<file path="config.mk">
export PLATFORM = sky130hd
export DESIGN_NAME = sacr_top
export DESIGN_NICKNAME = d
export VERILOG_FILES = /design/src/sacr_pkg.sv /design/src/sacr_divider.sv /design/src/sacr_top.sv
export VERILOG_INCLUDE_DIRS = /design/src
export SDC_FILE = /design/constraint.sdc
export NUM_CORES = 1
export LEC_CHECK = 0
export BUFFER_PORTS_ARGS = -buffer_cell sky130_fd_sc_hd__buf_2
export CAP_MARGIN = 20
export CORE_MARGIN = 2
export CORE_UTILIZATION = 55
export CTS_CLUSTER_DIAMETER = 100
export DETAILED_ROUTE_END_ITERATION = 6
export PLACE_DENSITY = 0.75
export SETUP_SLACK_MARGIN = 0.05
export SYNTH_ARGS = -nofsm -noshare
export SYNTH_HDL_FRONTEND = slang
export SYNTH_SLANG_ARGS = --single-unit
</file>
<file path="constraint.sdc">
create_clock -name ref_clk -period 8.05 [get_ports ref_clk]
set_input_delay 1.61 -clock ref_clk [delete_from_list [all_inputs] [get_ports ref_clk]]
set_output_delay 1.61 -clock ref_clk [all_outputs]
set_load 0.005 [all_outputs]
</file>
<file path="src/sacr_cfg.svh">
`ifndef SACR_CFG_SVH
`define SACR_CFG_SVH
`define SACR_ADDR_RESULT_LO 16'hFF08
`define SACR_ADDR_RESULT_HI 16'hFF09
`define SACR_ADDR_MODE 16'hFF28
`define SACR_ADDR_CHAN 16'hFF29
`define SACR_MODE_RUN_BIT 7
`define SACR_MODE_TIME_HI 5
`define SACR_MODE_TIME_LO 3
`define SACR_MODE_LV_HI 2
`define SACR_MODE_LV_LO 1
`define SACR_MODE_CMP_BIT 0
`define SACR_MODE_RESET 8'h00
`define SACR_CHAN_RESET 8'h00
`define SACR_RESULT_RESET 16'h0000
`define SACR_HIGH_RESET 8'h00
`define SACR_TIME_MAX 3'h5
`define SACR_LV_LOW 2'h1
`define SACR_STEPS 10
`endif

</file>
<file path="src/sacr_pkg.sv">
package sacr_pkg;
  typedef enum logic [1:0] {
    SACR_IDLE = 2'b00,
    SACR_SAMPLE = 2'b01,
    SACR_CONVERT = 2'b11
  } sacr_state_t;
  typedef struct packed {
    logic conv_run;
    logic [2:0] time_sel;
    logic [1:0] low_volt_sel;
    logic comparator_on;
  } sacr_mode_t;
  typedef struct packed {
    logic req;
    logic wr;
    logic byte_wr;
    logic [2:0] bit_idx;
    logic [15:0] addr;
    logic [7:0] wdata;
  } sacr_bus_req_t;
endpackage

</file>
<file path="src/sacr_divider.sv">
`timescale 1ns/100ps
`include "sacr_cfg.svh"
module sacr_divider (
  // clock and reset
  input wire logic ref_clk,
  input wire logic rst,
  input wire logic clk_en,
  // control
  input wire logic run,
  input wire logic [2:0] time_sel,
  // tick out
  output logic tick
);
  logic [3:0] cnt_reg;
  logic [3:0] div_w;
  logic tick_reg;
  assign div_w = (time_sel == 3'h0) ? 4'hC : (time_sel == 3'h1) ? 4'h8 :
                 (time_sel == 3'h2) ? 4'h6 : (time_sel == 3'h3) ? 4'h4 :
                 (time_sel == 3'h4) ? 4'h3 : 4'h2;
  assign tick = tick_reg;
  always_ff @(posedge ref_clk or posedge rst) begin
    if (rst) begin
      cnt_reg <= 4'h0;
      tick_reg <= 1'b0;
    end else if (clk_en) begin
      // conversion clock from peripheral clock
      tick_reg <= run && (cnt_reg == div_w - 4'h1);
      if (!run || cnt_reg == div_w - 4'h1)
        cnt_reg <= 4'h0;
      else
        cnt_reg <= cnt_reg + 4'h1;
    end
  end
endmodule

</file>
<file path="src/sacr_top.sv">
// Summary of operation
// - run and comparator bits pick stop, wait or convert; conversion starts at half reference.
// - run set converts regardless of comparator; first result untrusted if comparator was off.
// - every mode register write inserts one wait cycle.
// - voltage code 00 gives dividers 12,8,6,4,3,2 and 264..44 clocks.
// - voltage code 01 keeps dividers, conversion 480..80 clocks.
// - result word holds ten bits left justified, low six bits zero.
// - high byte address holds upper eight, low byte top two bits.
// - reset clears result word.
// - mode or channel writes may disturb results; software reads first.
// - reading either result register inserts one wait cycle.
// - high result byte holds upper eight bits, updated each end, reset clears.
// - channel register low two bits select input 0..3, upper bits zero.
// - channel register accepts bit and byte writes.
// - mode register layout run7, time5:3, volt2:1, comparator0, bit6 zero.
// - completion request pulses at every conversion end.
// - approximation resolves bits from most to least significant.
`timescale 1ns/100ps
`include "sacr_cfg.svh"
module sacr_top
  import sacr_pkg::*;
(
  // clock and reset
  input wire logic ref_clk,
  input wire logic rst,
  input wire logic clk_en,
  // cpu bus
  input wire sacr_pkg::sacr_bus_req_t bus_req,
  output logic [7:0] bus_rdata,
  output logic [15:0] bus_rdata_word,
  output logic bus_wait,
  // analog front end
  input wire logic comparator_out,
  output logic [9:0] dac_code,
  output logic [1:0] analog_sel,
  output logic sample_hold,
  output logic comparator_en,
  // status
  output logic conv_done_irq
);
  sacr_mode_t mode_reg;
  logic [7:0] chan_reg;
  logic [15:0] result_reg;
  logic [7:0] high_reg;
  logic [9:0] sar_reg;
  logic [3:0] bit_reg;
  logic [8:0] cyc_reg;
  logic [8:0] cyc_limit;
  logic done_reg;
  logic wait_reg;
  logic [7:0] rdata_reg;
  logic [15:0] rword_reg;
  logic [2:0] cmp_sync_reg;
  logic cmp_bit_reg;
  sacr_state_t state_reg;
  logic tick;
  logic mode_wr_w, chan_wr_w, res_rd_w, time_ok_w, run_w, restart_w;
  logic [7:0] mode_byte_w, mode_new_w, chan_new_w;

  function automatic logic [7:0] bit_merge(input logic [7:0] old, input sacr_bus_req_t r);
    logic [7:0] v;
    v = old;
    if (r.byte_wr)
      v = r.wdata;
    else
      v[r.bit_idx] = r.wdata[0];
    return v;
  endfunction

  assign mode_wr_w = bus_req.req && bus_req.wr && bus_req.addr == `SACR_ADDR_MODE;
  assign chan_wr_w = bus_req.req && bus_req.wr && bus_req.addr == `SACR_ADDR_CHAN;
  assign res_rd_w = bus_req.req && !bus_req.wr &&
                    (bus_req.addr == `SACR_ADDR_RESULT_LO || bus_req.addr == `SACR_ADDR_RESULT_HI);
  assign mode_byte_w = {mode_reg.conv_run, 1'b0, mode_reg.time_sel, mode_reg.low_volt_sel, mode_reg.comparator_on};
  assign mode_new_w = bit_merge(mode_byte_w, bus_req);
  assign chan_new_w = bit_merge(chan_reg, bus_req) & 8'h03;
  assign time_ok_w = mode_reg.time_sel <= `SACR_TIME_MAX && !mode_reg.low_volt_sel[1];
  assign run_w = mode_reg.conv_run && time_ok_w;
  assign restart_w = chan_wr_w;
  // total conversion clock counts: 264/10 is not whole, so length comes from total cycles
  assign cyc_limit = (mode_reg.low_volt_sel == `SACR_LV_LOW) ?
    ((mode_reg.time_sel == 3'h0) ? 9'd480 : (mode_reg.time_sel == 3'h1) ? 9'd320 :
     (mode_reg.time_sel == 3'h2) ? 9'd240 : (mode_reg.time_sel == 3'h3) ? 9'd160 :
     (mode_reg.time_sel == 3'h4) ? 9'd120 : 9'd80) :
    ((mode_reg.time_sel == 3'h0) ? 9'd264 : (mode_reg.time_sel == 3'h1) ? 9'd176 :
     (mode_reg.time_sel == 3'h2) ? 9'd132 : (mode_reg.time_sel == 3'h3) ? 9'd88 :
     (mode_reg.time_sel == 3'h4) ? 9'd66 : 9'd44);

  sacr_divider u_div (
    .ref_clk(ref_clk),
    .rst(rst),
    .clk_en(clk_en),
    .run(run_w),
    .time_sel(mode_reg.time_sel),
    .tick(tick)
  );

  assign bus_wait = wait_reg;
  assign bus_rdata = rdata_reg;
  assign bus_rdata_word = rword_reg;
  assign conv_done_irq = done_reg;
  assign dac_code = sar_reg;
  assign analog_sel = chan_reg[1:0];
  assign sample_hold = state_reg == SACR_SAMPLE;
  // comparator powered in wait and convert modes only
  assign comparator_en = mode_reg.comparator_on || mode_reg.conv_run;

  always_ff @(posedge ref_clk or posedge rst) begin
    if (rst) begin
      mode_reg <= sacr_mode_t'(7'(`SACR_MODE_RESET));
      chan_reg <= `SACR_CHAN_RESET;
    end else if (clk_en) begin
      if (mode_wr_w)
        mode_reg <= sacr_mode_t'({mode_new_w[7], mode_new_w[5:0]});
      if (chan_wr_w)
        chan_reg <= chan_new_w;
    end
  end

  always_ff @(posedge ref_clk or posedge rst) begin
    if (rst) begin
      wait_reg <= 1'b0;
      rdata_reg <= 8'h00;
      rword_reg <= 16'h0000;
    end else if (clk_en) begin
      wait_reg <= (mode_wr_w || chan_wr_w || res_rd_w) && !wait_reg;
      rword_reg <= result_reg;
      unique case (bus_req.addr)
        `SACR_ADDR_RESULT_LO: rdata_reg <= result_reg[7:0];
        `SACR_ADDR_RESULT_HI: rdata_reg <= high_reg;
        `SACR_ADDR_MODE: rdata_reg <= mode_byte_w;
        `SACR_ADDR_CHAN: rdata_reg <= chan_reg;
        default: rdata_reg <= 8'h00;
      endcase
    end
  end

  // comparator crosses from the analog side
  always_ff @(posedge ref_clk or posedge rst) begin
    if (rst) begin
      cmp_sync_reg <= 3'b000;
      cmp_bit_reg <= 1'b0;
    end else if (clk_en) begin
      cmp_sync_reg <= {cmp_sync_reg[1:0], comparator_out};
      if (cmp_sync_reg[2] == cmp_sync_reg[1])
        cmp_bit_reg <= cmp_sync_reg[1];
    end
  end

  always_ff @(posedge ref_clk or posedge rst) begin
    if (rst) begin
      state_reg <= SACR_IDLE;
      sar_reg <= 10'h000;
      bit_reg <= 4'h0;
      cyc_reg <= 9'd0;
      done_reg <= 1'b0;
      result_reg <= `SACR_RESULT_RESET;
      high_reg <= `SACR_HIGH_RESET;
    end else if (clk_en) begin
      done_reg <= 1'b0;
      if (!run_w || restart_w) begin
        state_reg <= SACR_IDLE;
        cyc_reg <= 9'd0;
      end else begin
        cyc_reg <= cyc_reg + 9'd1;
        unique case (state_reg)
          SACR_IDLE: begin
            state_reg <= SACR_SAMPLE;
            cyc_reg <= 9'd0;
          end
          SACR_SAMPLE: if (tick) begin
            state_reg <= SACR_CONVERT;
            sar_reg <= 10'h200;
            bit_reg <= 4'd9;
          end
          SACR_CONVERT: begin
            if (tick && bit_reg != 4'hF) begin
              sar_reg[bit_reg] <= cmp_bit_reg;
              if (bit_reg != 4'h0)
                sar_reg[bit_reg - 4'h1] <= 1'b1;
              bit_reg <= bit_reg - 4'h1;
            end
            if (cyc_reg >= cyc_limit - 9'd1 && bit_reg == 4'hF) begin
              result_reg <= {sar_reg, 6'h00};
              high_reg <= sar_reg[9:2];
              done_reg <= 1'b1;
              state_reg <= SACR_SAMPLE;
              cyc_reg <= 9'd0;
            end
          end
        endcase
      end
    end
  end

  property p_wait_write;
    @(posedge ref_clk) disable iff (rst) clk_en && mode_wr_w && !wait_reg |=> bus_wait;
  endproperty
  a_wait_write: assert property (p_wait_write) else $error("no wait on mode write");
  property p_wait_read;
    @(posedge ref_clk) disable iff (rst) clk_en && res_rd_w && !wait_reg |=> bus_wait;
  endproperty
  a_wait_read: assert property (p_wait_read) else $error("no wait on result read");
  property p_low_zero;
    @(posedge ref_clk) disable iff (rst) result_reg[5:0] == 6'h00;
  endproperty
  a_low_zero: assert property (p_low_zero) else $error("result low bits nonzero");
  property p_high_match;
    @(posedge ref_clk) disable iff (rst) high_reg == result_reg[15:8];
  endproperty
  a_high_match: assert property (p_high_match) else $error("high byte mismatch");
  property p_chan_top;
    @(posedge ref_clk) disable iff (rst) chan_reg[7:2] == 6'h00;
  endproperty
  a_chan_top: assert property (p_chan_top) else $error("channel upper bits set");
  property p_idle_bad;
    @(posedge ref_clk) disable iff (rst) !time_ok_w |=> !conv_done_irq;
  endproperty
  a_idle_bad: assert property (p_idle_bad) else $error("conversion on bad code");
  property p_done_pulse;
    @(posedge ref_clk) disable iff (rst) conv_done_irq |=> !conv_done_irq;
  endproperty
  a_done_pulse: assert property (p_done_pulse) else $error("done not a pulse");
  property p_done_load;
    @(posedge ref_clk) disable iff (rst) conv_done_irq |-> result_reg[15:6] == $past(sar_reg);
  endproperty
  a_done_load: assert property (p_done_load) else $error("result not loaded");
  property p_stop;
    @(posedge ref_clk) disable iff (rst) !mode_reg.conv_run && !mode_reg.comparator_on |-> !comparator_en;
  endproperty
  a_stop: assert property (p_stop) else $error("comparator on in stop");
  c_done: cover property (@(posedge ref_clk) disable iff (rst) conv_done_irq);
  c_two: cover property (@(posedge ref_clk) disable iff (rst) conv_done_irq ##[1:600] conv_done_irq);
  c_restart: cover property (@(posedge ref_clk) disable iff (rst) state_reg == SACR_CONVERT && chan_wr_w);
endmodule

</file>
### After elaboration in Yosys (flattened, before gate mapping)

Cells that the tools add are included.

| word-level totals | value |
|---|---|
| bits of input ports | 34 |
| RAM bits | 0 |
| memories | 0 |
| bits in latches | 0 |
| output and inout port bits | 40 |
| word-level logic and storage cells | 133 |
| memory bits (read-only) | 0 |
| flip-flop bits (word level) | 81 |

| operators by class | value |
|---|---|
| bitwise logic cells | 2 |
| reduce and logical (&&, ||, !) cells | 34 |
| shifts and indexed selects | 0 |
| divide/modulo/power cells | 0 |
| equal/unequal tests | 19 |
| multiplexer cells | 46 |
| $add $sub $neg | 5 |
| $mul | 0 |
| magnitude comparators | 8 |

Operators by type and width:

| cell | number |
|---|---|
| equality test 16 bit, second input constant | 4 |
| two-way mux 9 bit | 6 |
| two-way mux 8 bit | 5 |
| case mux 8 bit (4 select lines) | 1 |
| two-way mux 10 bit | 3 |
| two-way mux 4 bit | 7 |
| case mux 10 bit (2 select lines) | 1 |
| case mux 9 bit (2 select lines) | 1 |
| bitwise mux 8 bit | 2 |
| logical AND 1 bit | 14 |
| two-way mux 7 bit | 2 |
| bitwise mux 10 bit | 1 |
| less-than comparator 4 x 5 -> 1 bit, second input constant | 2 |
| OR 10 bit | 1 |
| adder 9 x 1 -> 9 bit, second input constant | 1 |
| >= comparator 9 bit | 1 |
| subtractor 9 x 1 -> 9 bit, second input constant | 1 |
| demux 1 bit (select 4 bit) | 2 |
| >= comparator 4 x 1 -> 1 bit, second input constant | 2 |
| two-way mux 2 bit | 4 |
| case mux 4 bit (2 select lines) | 1 |
| subtractor 4 x 1 -> 4 bit, second input constant | 2 |
| two-way mux 1 bit | 7 |
| equality test 3 x 2 -> 1 bit, second input constant | 2 |
| 30 further kinds | 41 |

### Longest topological paths before layout

| depth | value |
|---|---|
| depth after elaboration | 13 |
| mapped depth | 16 |
| mapped depth without buffers | 13 |

### Hierarchy

Synthesis repeated with hierarchy kept, for this count alone.

| second synthesis, totals | value |
|---|---|
| cell total of the unflattened synthesis | 471 |
| area, all modules | 4483.0 µm² |

Modules (own cells, without submodules):

| module | instances | seq. area each (µm²) | cells an instance | area each (µm²) |
|---|---|---|---|---|
| sacr_top | 1 | 1701.6 | 431 | 4110.2 |
| sacr_divider | 1 | 125.1 | 40 | 372.9 |

### Worst setup path after synthesis

Ideal clock, no wire load.

| path | value |
|---|---|
| path type | register to register |
| start point | register mode_reg (netlist bit mode_byte_w[4]) |
| end point | register cyc_reg[1] |
| clock period less this slack | 3470 ps |
| arrival time | 3374 ps |
| path slack | 4580 ps |
| data required time | 7953 ps |
| cell stages (with the launch flop) | 16 |
| path buffers | 2 |
| setup time | 97 ps |
| path through | dfrtp_1 > clkbuf_1 > clkbuf_1 > nor2b_1 > a21oi_1 > or2_2 > ha_1 > nor4_1 > a21oi_1 > o21ai_0 > ha_1 > nand4_1 > a21oi_1 > a211oi_1 > o21ai_1 > o31ai_1 |

| on the way | value |
|---|---|
| cells in the longest elaborated chain, start to end | 13 |
| elaborated cells between the ends (all ways) | 27 |
| classes of those cells | add/sub (1); order compare (2); eq/ne (4); mux (14); reduce/logical (6) |

Ends and longest elaborated chain:

| element | line | RTL |
|---|---|---|
| start: declaration | sacr_top.sv:41 | `sacr_mode_t mode_reg;` |
| start signal: assignment | sacr_top.sv:110 | `` mode_reg <= sacr_mode_t'(7'(`SACR_MODE_RESET)); `` |
| start signal: assignment | sacr_top.sv:114 | `mode_reg <= sacr_mode_t'({mode_new_w[7], mode_new_w[5:0]});` |
| equality test 3 bit | sacr_top.sv:84, sacr_top.sv:87 |  |
| two-way mux 7 bit or two-way mux 6 bit (tied branches) | sacr_top.sv:87, sacr_top.sv:84 |  |
| two-way mux 7 bit or two-way mux 8 bit (tied branches) | sacr_top.sv:86, sacr_top.sv:83 |  |
| two-way mux 8 bit, on equally long branches | sacr_top.sv:86, sacr_top.sv:83 |  |
| two-way mux 8 bit or two-way mux 9 bit (tied branches) | sacr_top.sv:85, sacr_top.sv:82 |  |
| two-way mux 9 bit, on equally long branches | sacr_top.sv:85, sacr_top.sv:82 |  |
| two-way mux 9 bit | sacr_top.sv:81 | `` assign cyc_limit = (mode_reg.low_volt_sel == `SACR_LV_LOW) ? `` |
| subtractor 9 x 1 -> 9 bit | sacr_top.sv:183 | `if (cyc_reg >= cyc_limit - 9'd1 && bit_reg == 4'hF) begin` |
| >= comparator 9 bit | sacr_top.sv:183 |  |
| logical AND 1 bit | sacr_top.sv:183 |  |
| two-way mux 9 bit | sacr_top.sv:183 |  |
| case mux 9 bit (2 select lines) | sacr_top.sv:166 | `unique case (state_reg)` |
| two-way mux 9 bit * | sacr_top.sv:161 | `if (!run_w \|\| restart_w) begin` |
| end signal: assignment | sacr_top.sv:165 | `cyc_reg <= cyc_reg + 9'd1;` |
| end: declaration | sacr_top.sv:47 | `logic [8:0] cyc_reg;` |

Mark *: on every way between the ends. The rest lies on a longest branch, timed or not.
A chain may end at the register's enable or synchronous reset.

### Final worst setup path

Ends and elaborated chain as after synthesis.

==> results.txt <==
----------------------------------------------------
[Drt]
  Antenna-violating nets left ... 0
  Post-detailed-route DRC marker count ... 0
  Wire length per cell after detailed routing ... 16.85 um
  Total detailed-routing wirelength ... 10700 um
  First-pass iteration count of the detailed router ... 7
  Detailed-route vias per instance ... 6.090
  Number of vias in the routed layout ... 3867
  Starting DRC count in detailed routing ... 265

[Layout]
  Number of inserted filler cells in the final layout ... 694
  Multi-input logic area ... 2424 um2
  Number of nets at the end of the flow ... 577
  Top library cells by usage in the layout, fill and taps aside ... 73 x sky130_fd_sc_hd__dfrtp_1, 66 x sky130_fd_sc_hd__buf_2, 38 x sky130_fd_sc_hd__nand2_1
  Most common cell after layout, fill and taps aside ... sky130_fd_sc_hd__dfrtp_1
  Area occupied by registers ... 1827 um2
  Share of cells above drive strength 1 ... 23.40%
  Antenna diode count ... 0
  Layout overhead on the synthesized area ... 12.17%

[STA]
  PnR worst setup slack ... 3.963 ns
  Max Slew Vio Count ... 0
  Number of failing hold endpoints at the final stage ... 0
  Period utilization ... 50.78%
  RSZ-0062 raised after global routing ... no
  Transition time at the pin with the least slew margin ... 0.9995 ns
  Final critical path time including I/O delays and setup ... 4.087 ns
  Max frequency ... 244.6 MHz
  Final total negative setup slack ... 0 ns
  Final worst clock skew ... 0.009445 ns
  Setup violators final ... 0
  Worst-case headroom to the max-slew limit ... 33.29%

[Die]
  Starting density of the core ... 56.05%
  Die Y ... 94.81 um
  Width of the die ... 94.81 um
  Number of top-level pins ... 74
  Floorplan row count ... 33
  Std-Cell Core Area ... 8093 um2
  Area of the die ... 8989 um2

[Global routing]
  Pin count of the biggest net entering global routing ... 74
  GR Overflow Total ... 0
  Number of global-route vias before repair ... 3726
  Number of antenna violations at the first check in global routing ... 0
  All-layer global routing usage ... 25.86%
  Wire length of the first global-routing pass ... 18180 um

[Run status]
  Run status ... completed

[Clock network]
  Count of hold buffers inserted by post-cts repair ... 0
  Number of H-tree levels ... 3
  Setup Buffers After CTS ... 0
  CTS-repair resized insts ... 0
  Inserted Clock Buffers ... 9
  CTS tree ... built
  Clock transition at the registers of the reported paths ... 0.08 ns
  Clock tree root buffer cell ... sky130_fd_sc_hd__clkbuf_8
  Deepest clock path buffer count ... 2
  Clock latency at the later pin of the worst-skew pair ... 0.35 ns
  Number of sinks driven by the clock tree ... 73

[Synthesis]
  Adder and majority cell fraction of the synthesized area ... 4.966%
  XOR/XNOR share of the synthesized area ... 0.7724%
  Number of instances in the synthesized netlist ... 477
  Yosys Warn Count ... 0
  Top_reg_cell synth ... sky130_fd_sc_hd__dfrtp_1
  Fraction of synthesis flops using an asynchronous set or reset pin ... 100.0%
  Fraction of the mapped netlist area in simple logic gates ... 15.61%
  Portion of the post-synthesis area used by sequential elements ... 40.28%
  Number of enable-type register cells in the synthesized netlist ... 0
  Syn_area_per_cell ... 9.509 um2
  Main combinational cell family by area after synthesis ... compound AO/OA/AOI/OAI gates
  Portion of netlist area occupied by mux cells ... 8.303%
  Number of distinct library cells after synthesis ... 67
  Synth Area in Compound Gates ... 23.14%
  Netlist area before placement ... 4536 um2
  Synthesized flop and latch total ... 73

[Setup path]
  Worst reg-to-reg path cell count ... 13
  WS Path Type ... reg -> reg
  Worst setup slack for register-to-register paths ... 3.96 ns
  CP Launch Type ... flop
  Crit path required time ... 8.30 ns
  Critical path fanouts, max ... 16
  Worst EP arrival ... 4.34 ns
  Critical Path Sink Type ... flop

[Power and ir drop]
  Share of power burned in combinational logic ... 6.8%
  Internal Pwr Total ... 0.5734 mW
  Clock group share of total power ... 43.3%
  Seq pwr share ... 49.9%
  Total power density per cell area ... 149.1 nW/um2
  Static leakage ... 2.423 nW
  Switching portion of total power ... 24.42%
  Worst ir drop on vdd ... 0.1275 mV
  Switching Power ... 0.1853 mW

[Placement]
  Placement-stage worst setup slack ... 3.915 ns
  Final weighted congestion in routability-driven placement ... 0.9105
  Buffers added on ports ... 66
  HPWL after detailed placement ... 7647 um

[Worst hold path]
  Worst min-delay path category ... reg -> reg
  Worst Hold Depth ... 1

[Flow run]
  Number of maximum-capacitance constraint violations ... 0

----------------------------------------------------
synth_stat cells (3+ instances only):
cell | n | area [um2]
sky130_fd_sc_hd__dfrtp_1 | 73 | 1827
sky130_fd_sc_hd__nand2_1 | 38 | 142.6
sky130_fd_sc_hd__inv_1 | 32 | 120.1
sky130_fd_sc_hd__a21oi_1 | 29 | 145.1
sky130_fd_sc_hd__o21ai_0 | 25 | 125.1
sky130_fd_sc_hd__clkbuf_1 | 23 | 86.33
sky130_fd_sc_hd__ha_1 | 18 | 225.2
sky130_fd_sc_hd__mux2_2 | 15 | 168.9
sky130_fd_sc_hd__nand2b_1 | 15 | 93.84
sky130_fd_sc_hd__nand3_1 | 14 | 70.07
sky130_fd_sc_hd__nor2_1 | 13 | 48.80
sky130_fd_sc_hd__a31oi_1 | 12 | 75.07
sky130_fd_sc_hd__nor3_1 | 10 | 50.05
sky130_fd_sc_hd__o22ai_1 | 10 | 62.56
sky130_fd_sc_hd__mux2_4 | 9 | 135.1
sky130_fd_sc_hd__buf_4 | 8 | 60.06
sky130_fd_sc_hd__a22oi_1 | 7 | 52.55
sky130_fd_sc_hd__nor2b_1 | 7 | 43.79
sky130_fd_sc_hd__o21bai_1 | 7 | 52.55
sky130_fd_sc_hd__a21o_1 | 6 | 45.04
sky130_fd_sc_hd__o221ai_1 | 6 | 52.55
sky130_fd_sc_hd__o2bb2ai_1 | 6 | 52.55
sky130_fd_sc_hd__a2111oi_0 | 5 | 43.79
sky130_fd_sc_hd__mux2i_1 | 5 | 50.05
sky130_fd_sc_hd__o31ai_1 | 5 | 37.54
sky130_fd_sc_hd__a22o_1 | 4 | 35.03
sky130_fd_sc_hd__a32oi_1 | 4 | 35.03
sky130_fd_sc_hd__nand4_1 | 4 | 25.02
sky130_fd_sc_hd__o211ai_1 | 4 | 30.03
sky130_fd_sc_hd__o41ai_1 | 4 | 35.03
sky130_fd_sc_hd__and3b_1 | 3 | 26.28
sky130_fd_sc_hd__buf_1 | 3 | 11.26
sky130_fd_sc_hd__nor4b_1 | 3 | 26.28
sky130_fd_sc_hd__o21ai_1 | 3 | 15.01
sky130_fd_sc_hd__or2_2 | 3 | 18.77
sky130_fd_sc_hd__xnor2_1 | 3 | 26.28
stage by stage:
stage	util, %	cell area (um2)	power, mW	instances	hold slack, ns
4_1_cts	62.80	5082	0.7621	634	0.4822
3_5_place_dp	59.99	4855	0.4373	618	0.4639
6_report	62.86	5087	0.7588	635	0.4818
5_1_grt	62.86	5087	0.7815	635	0.5046
3_3_place_gp	59.99	4855	0.4352	618	0.4583
2_1_floorplan	-	4554	0.4224	482	0.4492
critical path, stage by stage (launching register included):
cell and delay (ns):
sky130_fd_sc_hd__dfrtp_1 0.67, sky130_fd_sc_hd__nor2b_1 0.27, sky130_fd_sc_hd__a21oi_1 0.08, sky130_fd_sc_hd__or2_2 0.30
sky130_fd_sc_hd__ha_1 0.27, sky130_fd_sc_hd__nor4_1 0.31, sky130_fd_sc_hd__a21oi_1 0.07, sky130_fd_sc_hd__o21ai_0 0.10
sky130_fd_sc_hd__ha_1 0.26, sky130_fd_sc_hd__nand4_1 0.08, sky130_fd_sc_hd__a21oi_1 0.06, sky130_fd_sc_hd__a211oi_1 0.76
sky130_fd_sc_hd__o21ai_1 0.46, sky130_fd_sc_hd__o31ai_1 0.30
worst paths after layout:
kind,from,to
setup / recovery,mode_byte_w[4]$_DFFE_PP0P_,cyc_reg[1]$_DFFE_PP0P_
hold / removal,conv_done_irq$_DFFE_PP0P_,conv_done_irq$_DFFE_PP0P_
hold reg to reg,conv_done_irq$_DFFE_PP0P_,conv_done_irq$_DFFE_PP0P_
min in group asynchronous,rst,bus_rdata_word[8]$_DFFE_PP0P_
setup reg to reg,mode_byte_w[4]$_DFFE_PP0P_,cyc_reg[1]$_DFFE_PP0P_
max in group asynchronous,rst,chan_reg[1]$_DFFE_PP0P_
logic make-up after synthesis:
| kind of cell | Yosys count |
|---|---|
| compound gates | 153 |
| fa+ha+maj | 18 |
| xor+xnor | 4 |
| flops | 73 |
| simple gates | 127 |
| other cells | 1 |
| buf+inv | 70 |
| mux | 31 |
power groups by stage:
stage / Combinational [mW] / Sequential [mW] / Clock [mW]
3_3_place_gp: 0.0498 / 0.385 / 0
3_5_place_dp: 0.0516 / 0.386 / 0
2_1_floorplan: 0.0428 / 0.380 / 0
5_1_grt: 0.0580 / 0.379 / 0.344
6_report: 0.0513 / 0.379 / 0.329
4_1_cts: 0.0516 / 0.378 / 0.332
per-layer routing:
layer / GRT usage [%] / vias to the layer above / part of all wire [%]
li1: - / 1842 / -
met1: 35.83 / 1859 / 44
met2: 40.07 / 144 / 48
met3: 4.469 / 22 / 5.7
met4: 11.11 / 0 / 2.7
met5: 0 / - / 0
area by class of cell:
class                      instances  share of cell area [%]
multi-input combinational        339                   47.64
tap                              105                   2.582
inverter                          32                   2.361
clock inverter                     6                   1.771
timing repair buffer              70                   7.034
sequential                        73                   35.91
clock buffer                      10                   2.705
No activity file was read; power rests on OpenSTA's default activity.
